`src/pmps_pkg.sv`:
```
// Package for the power state sequencer: states, register map, timing counts.
// Assumes a 25 MHz core clock and a single AHB-Lite slave port.
package pmps_pkg;

    // ----------------------------------------
    // Timing
    // ----------------------------------------
    localparam int unsigned CLK_KHZ = 25000;
    localparam int unsigned SHUTDOWN_DELAY_US = 500;
    localparam int unsigned SHUTDOWN_CYCLES = SHUTDOWN_DELAY_US * CLK_KHZ / 1000;
    localparam int unsigned XFAIL_SYNC_US = 20;
    localparam int unsigned XFAIL_SYNC_CYCLES = XFAIL_SYNC_US * CLK_KHZ / 1000;

    // ----------------------------------------
    // Register byte offsets
    // ----------------------------------------
    localparam logic [7:0] REG_CTRL = 8'h00;
    localparam logic [7:0] REG_HOLD = 8'h04;
    localparam logic [7:0] REG_OVDB = 8'h08;
    localparam logic [7:0] REG_FLIM = 8'h0C;
    localparam logic [7:0] REG_STAT = 8'h10;

    // Control register bit positions.
    localparam int CTRL_QUICK_OFF = 0;
    localparam int CTRL_SW_OFF = 1;
    localparam int CTRL_OV_SDWN = 2;
    localparam int CTRL_OVLO_DIS = 3;
    localparam int CTRL_EDGE_MODE = 4;
    localparam int CTRL_XFAIL_EN = 5;

    // Reset values.
    localparam logic [5:0] CTRL_RST = 6'h00;
    localparam logic [15:0] HOLD_RST = 16'h00FA;
    localparam logic [15:0] OVDB_RST = 16'h0019;
    localparam logic [7:0] FLIM_RST = 8'h03;

    typedef enum logic [2:0] {
        ST_LOW_POWER_OFF_STATE,
        ST_QUICK_POWERUP_OFF_STATE,
        ST_PWR_UP,
        ST_SYS_ON,
        ST_PWR_DN,
        ST_FLT_DN,
        ST_FLT_TRANS
    } pmps_state_e;

    // Analog comparator and flag inputs travel together.
    typedef struct packed {
        logic vin_above_uv;
        logic vin_above_ovlo;
        logic temp_over_limit;
        logic fuse_trim_error;
        logic fuse_config_error;
        logic selftest_error;
    } pmps_mon_s;

endpackage

```
`src/pmps_seq.sv`:
```
// Top-level power state sequencer with an AHB-Lite register slave.
// Assumes all pins and comparators are asynchronous to core_clk; the regulator
// sequencer reports its own progress through plain handshake inputs.
//
// Design decisions made here: the AHB-Lite slave port and the placing of the registers.
`timescale 1ns/1ns
`default_nettype none

module pmps_seq (
    input wire logic core_clk, // 25 MHz core clock
    input wire logic rst_b, // Asynchronous reset, active low
    input wire logic [31:0] haddr, // AHB address
    input wire logic [1:0] htrans, // AHB transfer type
    input wire logic hwrite, // AHB write
    input wire logic [2:0] hsize, // AHB size
    input wire logic [31:0] hwdata, // AHB write data
    input wire logic hsel, // AHB slave select
    input wire logic hready, // AHB bus ready
    output logic [31:0] hrdata, // AHB read data
    output logic hreadyout, // AHB slave ready
    output logic hresp, // AHB response
    input wire logic power_on_input, // Power-on pin
    input wire logic test_mode_enable_pin, // Test-mode enable pin
    input wire logic external_fail_pin, // External fail pin, low means fail
    input wire pmps_pkg::pmps_mon_s mon, // Comparators and error flags
    input wire logic pu_reset_release, // Sequencer step that releases reset
    input wire logic pu_failure, // Failure seen during power-up
    input wire logic pd_done, // Power-down sequence finished
    input wire logic fault_timer_expired, // Fault timer expired
    input wire logic fault_event, // One fault event, counted
    output logic processor_reset_output, // Processor reset, high is released
    output logic pu_start, // Power-up sequence running
    output logic pd_start, // Power-down sequence running
    output pmps_pkg::pmps_state_e state // Current state
);

    // ----------------------------------------
    // Input synchronisers
    // ----------------------------------------
    localparam int NSYNC = 9;
    logic [NSYNC-1:0] sync1_q, sync2_q, sync_d;
    logic pon_prev_q, pon_prev_d;

    always_comb begin
        sync_d = {power_on_input, test_mode_enable_pin, external_fail_pin, mon};
    end

    always_ff @(posedge core_clk or negedge rst_b) begin
        if (!rst_b) begin
            sync1_q <= '0;
            sync2_q <= '0;
            pon_prev_q <= 1'b0;
        end else begin
            sync1_q <= sync_d;
            sync2_q <= sync1_q;
            pon_prev_q <= pon_prev_d;
        end
    end

    logic pon, tmode, xfail_n, uv_ok, ovlo, tsd, trim_err, cfg_err, st_err;
    always_comb begin
        {pon, tmode, xfail_n, uv_ok, ovlo, tsd, trim_err, cfg_err, st_err} = sync2_q;
        pon_prev_d = pon;
    end

    logic pon_fall;
    assign pon_fall = pon_prev_q & ~pon;

    // ----------------------------------------
    // Registers
    // ----------------------------------------
    logic [5:0] ctrl_q, ctrl_d;
    logic [15:0] hold_q, hold_d, ovdb_q, ovdb_d;
    logic [7:0] flim_q, flim_d;
    logic [7:0] fault_event_counter_q, fault_event_counter_d, sys_fault_q, sys_fault_d;
    logic wr_pend_q, wr_pend_d;
    logic [7:0] wr_addr_q, wr_addr_d;
    logic [31:0] hrdata_q, hrdata_d;
    logic sw_off_clear;

    function automatic logic [31:0] read_mux(input logic [7:0] a,
                                             input logic [5:0] c,
                                             input logic [15:0] h,
                                             input logic [15:0] o,
                                             input logic [7:0] f,
                                             input logic [20:0] s);
        logic [31:0] r;
        r = '0;
        unique case (a)
            pmps_pkg::REG_CTRL: r = {26'h0, c};
            pmps_pkg::REG_HOLD: r = {16'h0, h};
            pmps_pkg::REG_OVDB: r = {16'h0, o};
            pmps_pkg::REG_FLIM: r = {24'h0, f};
            pmps_pkg::REG_STAT: r = {11'h0, s};
            default: r = '0;
        endcase
        return r;
    endfunction

    logic take;
    assign take = hsel & hready & htrans[1];

    always_comb begin
        ctrl_d = ctrl_q;
        hold_d = hold_q;
        ovdb_d = ovdb_q;
        flim_d = flim_q;
        hrdata_d = hrdata_q;
        wr_pend_d = take & hwrite;
        wr_addr_d = take ? haddr[7:0] : wr_addr_q;
        if (wr_pend_q) begin
            unique case (wr_addr_q)
                pmps_pkg::REG_CTRL: ctrl_d = hwdata[5:0];
                pmps_pkg::REG_HOLD: hold_d = hwdata[15:0];
                pmps_pkg::REG_OVDB: ovdb_d = hwdata[15:0];
                pmps_pkg::REG_FLIM: flim_d = hwdata[7:0];
                default: ;
            endcase
        end
        // The hardware clear of the request is skipped when a CTRL write is pending, so a new set wins.
        if (sw_off_clear && !(wr_pend_q && wr_addr_q == pmps_pkg::REG_CTRL)) begin
            ctrl_d[pmps_pkg::CTRL_SW_OFF] = 1'b0;
        end
        if (take && !hwrite) begin
            hrdata_d = read_mux(haddr[7:0], ctrl_q, hold_q, ovdb_q, flim_q,
                                {sys_fault_q, fault_event_counter_q, 1'b0, state, processor_reset_output});
        end
    end

    always_ff @(posedge core_clk or negedge rst_b) begin
        if (!rst_b) begin
            ctrl_q <= pmps_pkg::CTRL_RST;
            hold_q <= pmps_pkg::HOLD_RST;
            ovdb_q <= pmps_pkg::OVDB_RST;
            flim_q <= pmps_pkg::FLIM_RST;
            hrdata_q <= '0;
            wr_pend_q <= 1'b0;
            wr_addr_q <= '0;
        end else begin
            ctrl_q <= ctrl_d;
            hold_q <= hold_d;
            ovdb_q <= ovdb_d;
            flim_q <= flim_d;
            hrdata_q <= hrdata_d;
            wr_pend_q <= wr_pend_d;
            wr_addr_q <= wr_addr_d;
        end
    end

    assign hrdata = hrdata_q;
    assign hreadyout = 1'b1;
    assign hresp = 1'b0;

    logic quick_off_select, edge_mode, xfail_en, ov_sdwn, ovlo_dis;
    assign quick_off_select = ctrl_q[pmps_pkg::CTRL_QUICK_OFF];
    assign edge_mode = ctrl_q[pmps_pkg::CTRL_EDGE_MODE];
    assign xfail_en = ctrl_q[pmps_pkg::CTRL_XFAIL_EN];
    assign ov_sdwn = ctrl_q[pmps_pkg::CTRL_OV_SDWN];
    assign ovlo_dis = ctrl_q[pmps_pkg::CTRL_OVLO_DIS];

    // ----------------------------------------
    // Timers and state machine
    // ----------------------------------------
    pmps_pkg::pmps_state_e state_q, state_d;
    logic [15:0] hold_cnt_q, hold_cnt_d, ov_cnt_q, ov_cnt_d;
    logic [15:0] sd_cnt_q, sd_cnt_d;
    logic [9:0] xf_cnt_q, xf_cnt_d;
    logic hold_arm_q, hold_arm_d, rst_rel_q, rst_rel_d;

    logic env_ok, errs_ok, pu_event, pu_ok;
    always_comb begin
        env_ok = uv_ok & (~ovlo | ovlo_dis) & ~tsd;
        errs_ok = ~trim_err & ~cfg_err & ~st_err;
        pu_event = edge_mode ? pon_fall : pon;
        pu_ok = env_ok & errs_ok & (~xfail_en | xfail_n);
    end

    always_comb begin
        state_d = state_q;
        hold_cnt_d = 16'h0;
        hold_arm_d = hold_arm_q;
        ov_cnt_d = 16'h0;
        xf_cnt_d = 10'h0;
        sd_cnt_d = 16'h0;
        rst_rel_d = rst_rel_q;
        fault_event_counter_d = fault_event_counter_q;
        sys_fault_d = sys_fault_q;
        sw_off_clear = 1'b0;
        unique case (state_q)
            pmps_pkg::ST_LOW_POWER_OFF_STATE: begin
                rst_rel_d = 1'b0;
                if (quick_off_select && !tmode) begin
                    state_d = pmps_pkg::ST_QUICK_POWERUP_OFF_STATE;
                end else if (tmode) begin
                    state_d = pmps_pkg::ST_QUICK_POWERUP_OFF_STATE;
                end else if (pu_event && pu_ok) begin
                    state_d = pmps_pkg::ST_PWR_UP;
                end
            end
            pmps_pkg::ST_QUICK_POWERUP_OFF_STATE: begin
                if ((quick_off_select || tmode) && pu_event && pu_ok) begin
                    state_d = pmps_pkg::ST_PWR_UP;
                end else if (!quick_off_select && !tmode) begin
                    state_d = pmps_pkg::ST_LOW_POWER_OFF_STATE;
                end
            end
            pmps_pkg::ST_PWR_UP: begin
                fault_event_counter_d = 8'h00;
                if (pu_failure || tsd) begin
                    state_d = pmps_pkg::ST_FLT_DN;
                end else if (pu_reset_release) begin
                    rst_rel_d = 1'b1;
                    hold_arm_d = 1'b0;
                    state_d = pmps_pkg::ST_SYS_ON;
                end
            end
            pmps_pkg::ST_SYS_ON: begin
                if (fault_event && fault_event_counter_q != 8'hFF) begin
                    fault_event_counter_d = fault_event_counter_q + 8'h01;
                end
                if (pon_fall) begin
                    hold_arm_d = 1'b1;
                end else if (pon) begin
                    hold_arm_d = 1'b0;
                end
                if (hold_arm_q && !pon) begin
                    hold_cnt_d = hold_cnt_q + 16'h0001;
                end
                if (ov_sdwn && ovlo) begin
                    ov_cnt_d = ov_cnt_q + 16'h0001;
                end
                if (xfail_en && !xfail_n) begin
                    xf_cnt_d = xf_cnt_q + 10'h001;
                end
                if (ctrl_q[pmps_pkg::CTRL_SW_OFF]) begin
                    sd_cnt_d = sd_cnt_q + 16'h0001;
                end
                if (fault_timer_expired || fault_event_counter_q >= flim_q || tsd) begin
                    rst_rel_d = 1'b0;
                    state_d = pmps_pkg::ST_FLT_DN;
                end else if ((!edge_mode && !pon)
                        || (edge_mode && hold_arm_q && hold_cnt_q >= hold_q)
                        || (sd_cnt_q >= 16'(pmps_pkg::SHUTDOWN_CYCLES))
                        || (ov_cnt_q >= ovdb_q && ov_sdwn && ovlo)
                        || (xf_cnt_q >= 10'(pmps_pkg::XFAIL_SYNC_CYCLES))) begin
                    rst_rel_d = 1'b0;
                    sw_off_clear = 1'b1;
                    state_d = pmps_pkg::ST_PWR_DN;
                end
            end
            pmps_pkg::ST_PWR_DN: begin
                if (pd_done) begin
                    state_d = pmps_pkg::ST_LOW_POWER_OFF_STATE;
                end
            end
            pmps_pkg::ST_FLT_DN: begin
                rst_rel_d = 1'b0;
                if (pd_done) begin
                    state_d = pmps_pkg::ST_FLT_TRANS;
                end
            end
            pmps_pkg::ST_FLT_TRANS: begin
                sys_fault_d = sys_fault_q + 8'h01;
                state_d = pmps_pkg::ST_LOW_POWER_OFF_STATE;
            end
            default: state_d = pmps_pkg::ST_LOW_POWER_OFF_STATE;
        endcase
    end

    always_ff @(posedge core_clk or negedge rst_b) begin
        if (!rst_b) begin
            state_q <= pmps_pkg::ST_LOW_POWER_OFF_STATE;
            hold_cnt_q <= '0;
            hold_arm_q <= 1'b0;
            ov_cnt_q <= '0;
            xf_cnt_q <= '0;
            sd_cnt_q <= '0;
            rst_rel_q <= 1'b0;
            fault_event_counter_q <= '0;
            sys_fault_q <= '0;
        end else begin
            state_q <= state_d;
            hold_cnt_q <= hold_cnt_d;
            hold_arm_q <= hold_arm_d;
            ov_cnt_q <= ov_cnt_d;
            xf_cnt_q <= xf_cnt_d;
            sd_cnt_q <= sd_cnt_d;
            rst_rel_q <= rst_rel_d;
            fault_event_counter_q <= fault_event_counter_d;
            sys_fault_q <= sys_fault_d;
        end
    end

    assign state = state_q;
    assign processor_reset_output = rst_rel_q;
    assign pu_start = (state_q == pmps_pkg::ST_PWR_UP);
    assign pd_start = (state_q == pmps_pkg::ST_PWR_DN) || (state_q == pmps_pkg::ST_FLT_DN);

endmodule

`default_nettype wire

```
`config.mk`:
```
export PLATFORM = sky130hd
export DESIGN_NAME = pmps_seq
export DESIGN_NICKNAME = d
export VERILOG_FILES = /design/src/pmps_pkg.sv /design/src/pmps_seq.sv
export SDC_FILE = /design/constraint.sdc
export NUM_CORES = 1
export LEC_CHECK = 0
export BUFFER_PORTS_ARGS = -buffer_cell sky130_fd_sc_hd__buf_2
export CAP_MARGIN = 20
export CORE_ASPECT_RATIO = 1.5
export CORE_UTILIZATION = 55
export DETAILED_ROUTE_END_ITERATION = 6
export HOLD_SLACK_MARGIN = 0.12
export PLACE_DENSITY_LB_ADDON = 0.08
export SYNTH_ARGS = -nofsm -noshare
export SYNTH_HDL_FRONTEND = slang
export SYNTH_SLANG_ARGS = --single-unit
```
`constraint.sdc`:
```
create_clock -name core_clk -period 3 [get_ports core_clk]
set_clock_uncertainty 0.05 [all_clocks]
set_input_delay 0.6 -clock core_clk [delete_from_list [all_inputs] [get_ports core_clk]]
set_output_delay 0.6 -clock core_clk [all_outputs]
set_load 0.01 [all_outputs]
```
---- Yosys cells after proc, flatten, opt, wreduce, memory -nomap -nowiden ----
Cells that the tools add are included.
word-level totals
  register bits ........................... 185
  input port bits ......................... 88
  output and inout port bits .............. 40
  word-level logic and storage cells ...... 164
cells by class
  $add $sub $neg .......................... 6
  magnitude comparators ................... 5
  equality and inequality tests ........... 24
  muxes and demuxes ....................... 40
  bitwise operators ....................... 19
  reduce and logical (&&, ||, !) cells .... 50
operators by type and width
  operator                                                                 number
  21-bit one-hot mux with 5 select lines                                   1
  16-bit 2-to-1 mux                                                        6
  16-bit by 1-bit adder with 16-bit output, second input constant          3
  3-bit 2-to-1 mux                                                         11
  8-bit by 4-bit equality test with 1-bit output, second input constant    4
  16-bit >= comparator                                                     2
  10-bit 2-to-1 mux                                                        2
  3-bit one-hot mux with 6 select lines                                    1
  1-bit logical AND                                                        17
  8-bit by 1-bit adder with 8-bit output, second input constant            2
  8-bit by 3-bit equality test with 1-bit output, second input constant    2
  16-bit by 14-bit >= comparator with 1-bit output, second input constant  1
  8-bit zero test                                                          2
  8-bit one-hot mux with 2 select lines                                    1
  1-bit 2-to-1 mux                                                         13
  2-bit AND reduction                                                      6
  10-bit by 1-bit adder with 10-bit output, second input constant          1
  1-bit AND                                                                10
  10-bit by 9-bit >= comparator with 1-bit output, second input constant   1
  2-bit != test, second input constant                                     5
  3-bit equality test, second input constant                               3
  1-bit logical OR                                                         9
  3-bit != test, second input constant                                     3
  8-bit by 5-bit equality test with 1-bit output, second input constant    1
  19 further kinds                                                         37

---- Longest topological paths before layout ----
  depth in word-level cells ............... 12
  gate-level depth with buffers ........... 9
  gate-level depth less buffers ........... 9

---- Worst setup path after synthesis ----
No wires, ideal clock.
  path type ............................... flip-flop to flip-flop
  start ................................... reg hold_q[1]
  end ..................................... reg state_q[0] (netlist: state[0])
  library setup time ...................... 0.128 ns
  arrival ................................. 2.117 ns
  data required time ...................... 2.822 ns
  setup slack ............................. 0.705 ns
  cell stages (with the launch flop) ...... 9
  buffers on the path ..................... 0
  clock period less this slack ............ 2.295 ns
  cell sequence ........................... dfstp_2 > inv_1 > ha_1 > a2111oi_0 > or4_1 > a31oi_1 > nor3_1 > a31oi_1 > mux2_1
between the ends
  longest elaborated chain between the ends .. 8
RTL lines
  element                               RTL line         source
  start: declaration                    pmps_seq.sv:73   logic [15:0] hold_q, hold_d, ovdb_q, ovdb_d;
  start signal: assignment              pmps_seq.sv:133  hold_q <= pmps_pkg::HOLD_RST;
  start signal: assignment              pmps_seq.sv:141  hold_q <= hold_d;
  16-bit >= comparator                  pmps_seq.sv:242  || (edge_mode && hold_arm_q && hold_cnt_q >= hold_q)
  1-bit logical AND                     pmps_seq.sv:242
  1-bit logical OR                      pmps_seq.sv:242
  1-bit logical OR                      pmps_seq.sv:243  || (sd_cnt_q >= 16'(pmps_pkg::SHUTDOWN_CYCLES))
  1-bit logical OR                      pmps_seq.sv:244  || (ov_cnt_q >= ovdb_q && ov_sdwn && ovlo)
  1-bit logical OR                      pmps_seq.sv:245  || (xf_cnt_q >= 10'(pmps_pkg::XFAIL_SYNC_CYCLES))) begin
  3-bit != test (no source line)        n/a
  6-bit AND reduction (no source line)  n/a
  end signal: assignment                pmps_seq.sv:272  state_q <= pmps_pkg::ST_LOW_POWER_OFF_STATE;
  end signal: assignment                pmps_seq.sv:282  state_q <= state_d;
  end: declaration                      pmps_seq.sv:164  pmps_pkg::pmps_state_e state_q, state_d;
No other way between the ends.
A chain may end at the register's enable or synchronous reset.

---- Worst setup path after layout ----
  start ................................... reg ovdb_q[3]
  end ..................................... reg state_q[0] (netlist: state[0])
between the ends
  longest elaborated chain between the ends .. 7
RTL lines
  element                               RTL line         source
  start: declaration                    pmps_seq.sv:73
  start signal: assignment              pmps_seq.sv:134  ovdb_q <= pmps_pkg::OVDB_RST;
  start signal: assignment              pmps_seq.sv:142  ovdb_q <= ovdb_d;
  16-bit >= comparator                  pmps_seq.sv:244
  1-bit logical AND (2 in series)       pmps_seq.sv:244
  1-bit logical OR                      pmps_seq.sv:244
  1-bit logical OR                      pmps_seq.sv:245
  3-bit != test (no source line)        n/a
  6-bit AND reduction (no source line)  n/a
No other way between the ends.

==> flow_summary.ini <==
[floorplan]
dieArea_sq_um = 16200
core_sq_um = 15200
start_util_pct = 56.7
die_y_microns = 155
die_x_microns = 104
rows = 55
io_pins = 128

[run_status]
status = complete, no violations

[clocking]
root_buffer = clkbuf_16
clk_latency_ps = 430
cts.sinks = 174
post_cts_buffers = 0
cts_tree = built
cts-buffers-inserted = 17
htreeDepth = 4
clk_pin_slew_ps = 70
cts_resized = 0
postCtsHoldBufs = 1
cts_buffer_depth = 2

[setup_path]
critical_path.startpoint_type = flip-flop
crit_cells = 11
critical_path_buf_inv_count = 3
slowest_stage = dfstp_2
crit_fanout = 3
crit_family = compound AO/OA/AOI/OAI gates
reg2regPathDepth = 11
worstSetupEndpointType = flip-flop
critPathMaxStageDelay_ps = 550
path_cells = inv_1, ha_1, o211ai_1, a21oi_1, o41ai_1, buf_4, a2111oi_0, buf_4, o211ai_1, a31oi_1, mux2_1
path_class = reg -> reg
worstPathRequired_ps = 3260
crit_arrival_ps = 3020

[drt]
wirelength_microns = 20100
drcViolationCount = 0
ant_nets = 0
drtIter0Drc = 301
avgRoutedWirePerCell_microns = 18.1
vias = 6350
via_per_inst = 5.71
first_pass_iters = 6

[logic_synthesis]
synth_top_area_share_pct = 47.3
ys.flop_type = dfrtp_1
synth.avg_cell_area_sq_um = 10.6
synth_cell_types = 61
synth_top_area_cell = dfrtp_1
yosys_warnings = 0
yosysSeqAreaShare_pct = 50.7
syn_inst = 815
syn_area_sq_um = 8620
synth-edff-count = 0
synth_seq_cells = 174
synthArstFlopShare_pct = 100
synth_area_leaders = dfrtp_1, ha_1, mux2_1

[worst_hold_path]
hold_path_depth = 1
worst_hold_path_type = in -> reg

[sta]
worst_slack_ps = 240
hold_ws_ps = 222
slew_viol_final = 0
setup_viol = 0
worst_pin_slew_ps = 764
fmax_mhz = 362
hold_violations = 0
maxSlewHeadroom_pct = 48.9
rsz0062_at_grt = no
tns_ps = 0
layout_worst_path_cycle_share_pct = 92.0
min_period_ps = 2760

[placement]
place_congestion = 0.855
portBuffers = 70
dp_hpwl_microns = 15300
dp_slack_ps = 285
dp_cells = 1079

[finish]
syn_to_final_growth_pct = 13.4
layout_commonest_cell = dfrtp_1
drive_gt1_share_pct = 18.9
stdcell_count = 1112
insertedDiodeCount = 0
finish.net_count = 1036
layout_common_cells = dfrtp_1, nand2_1, buf_2

[grt]
antenna_found_initial = 0
overflow = 0
grt_max_degree = 50
grt_pass1_vias = 6543
grtUsageTotal_pct = 26.2
grt_pass1_wl_microns = 32800

[pwr]
irDropWorstVdd_mv = 0.319
powerDensity_nw_per_um2 = 545
p_leak_nw = 4.57

[job]
drv_cap = 0
sequential cells by signal (all words and copies together) (netlist names), 9 cells and up:
| signal | cells |
|---|---|
| hold_cnt_q | 16 |
| hold_q | 16 |
| hrdata | 21 |
| ov_cnt_q | 16 |
| ovdb_q | 16 |
| sd_cnt_q | 16 |
| sync1_q | 9 |
| sync2_q | 9 |
| xf_cnt_q | 10 |
worst register-to-register path: cells and delay by family (launching register included):
kind	cells	cell delay, ps
muxes	1	340
DFF	1	550
buffers and inverters	3	390
AOI/OAI and AO/OA	6	1020
adders and majority gates	1	290
path summary, 6_finish.rpt:
kind / slack (ps) / end / from
min in group asynchronous: 640 / sync1_q[0] / rst_b
worst min register to register: 300 / sync2_q[2] / sync1_q[2]
max in group asynchronous: 1550 / flim_q[0] / rst_b
worst max register to register: 240 / state[0] / ovdb_q[3]
worst max-delay path: 240 / state[0] / ovdb_q[3]
worst min-delay path: 220 / sync1_q[4] / mon[4]
per-stage QoR:
stage	power, mW	util, %	area (sq um)
4_1_cts	5.37	64.3	9770
6_report	5.33	64.3	9770
3_5_place_dp	3.33	60.6	9220
2_1_floorplan	3.05	-	8660
3_3_place_gp	3.29	60.6	9220
5_1_grt	5.54	64.3	9770
power by group:
part	internal (mW)	switching, mW
registers	2.50	0.168
clock network	1.10	0.934
logic	0.270	0.351
total	3.87	1.45
per-layer routing:
metal	part of all wire (%)	wire length, microns	up-vias	GRT usage, %
met5	0	0	-	0
met4	1.8	371	0	8.64
met3	3.4	678	35	4.69
li1	-	-	2999	-
met1	40	7980	3181	30.3
met2	55	11100	135	48.8
synth_stat cells, types with 3 or more instances:
| cell | n |
|---|---|
| nor2_1 | 67 |
| or3_1 | 14 |
| nand2_1 | 83 |
| or4_1 | 3 |
| mux2_1 | 31 |
| nand3_1 | 29 |
| nor3_1 | 6 |
| buf_2 | 6 |
| a21oi_1 | 41 |
| o21a_1 | 3 |
| dfrtp_1 | 163 |
| a221oi_2 | 5 |
| nor4_1 | 3 |
| ha_1 | 48 |
| a2111oi_0 | 3 |
| xor2_1 | 30 |
| a222oi_1 | 10 |
| a21o_1 | 4 |
| dfstp_2 | 11 |
| nand2b_1 | 6 |
| mux2_2 | 23 |
| o211ai_1 | 6 |
| o21ai_0 | 22 |
| and3_1 | 15 |
| nor2b_1 | 3 |
| and4_1 | 5 |
| buf_4 | 13 |
| inv_1 | 54 |
| a22oi_1 | 5 |
| nand4_1 | 14 |
| xnor2_1 | 18 |
| o21ai_1 | 14 |
| clkbuf_1 | 13 |
| a31oi_1 | 9 |
kinds of logic after synthesis:
logic type / count (synthesis) / share of synthesized area, %
compound gates: 130 / 9.83
flops: 174 / 50.7
fa+ha+maj: 48 / 6.97
other cells: 2 / 0.0871
simple gates: 265 / 15.2
buf+inv: 91 / 4.79
mux: 57 / 7.55
xor+xnor: 48 / 4.88
area by class of cell:
cell class,count,area (sq um)
repair buffers,90,522
fillers,1303,5440
flip-flops and latches,174,4370
multi-input cells,561,3880
clock buffers,19,453
inverters,56,210
clock inverters,13,92.6
well taps,199,249
No activity file was read; power rests on OpenSTA's default activity.
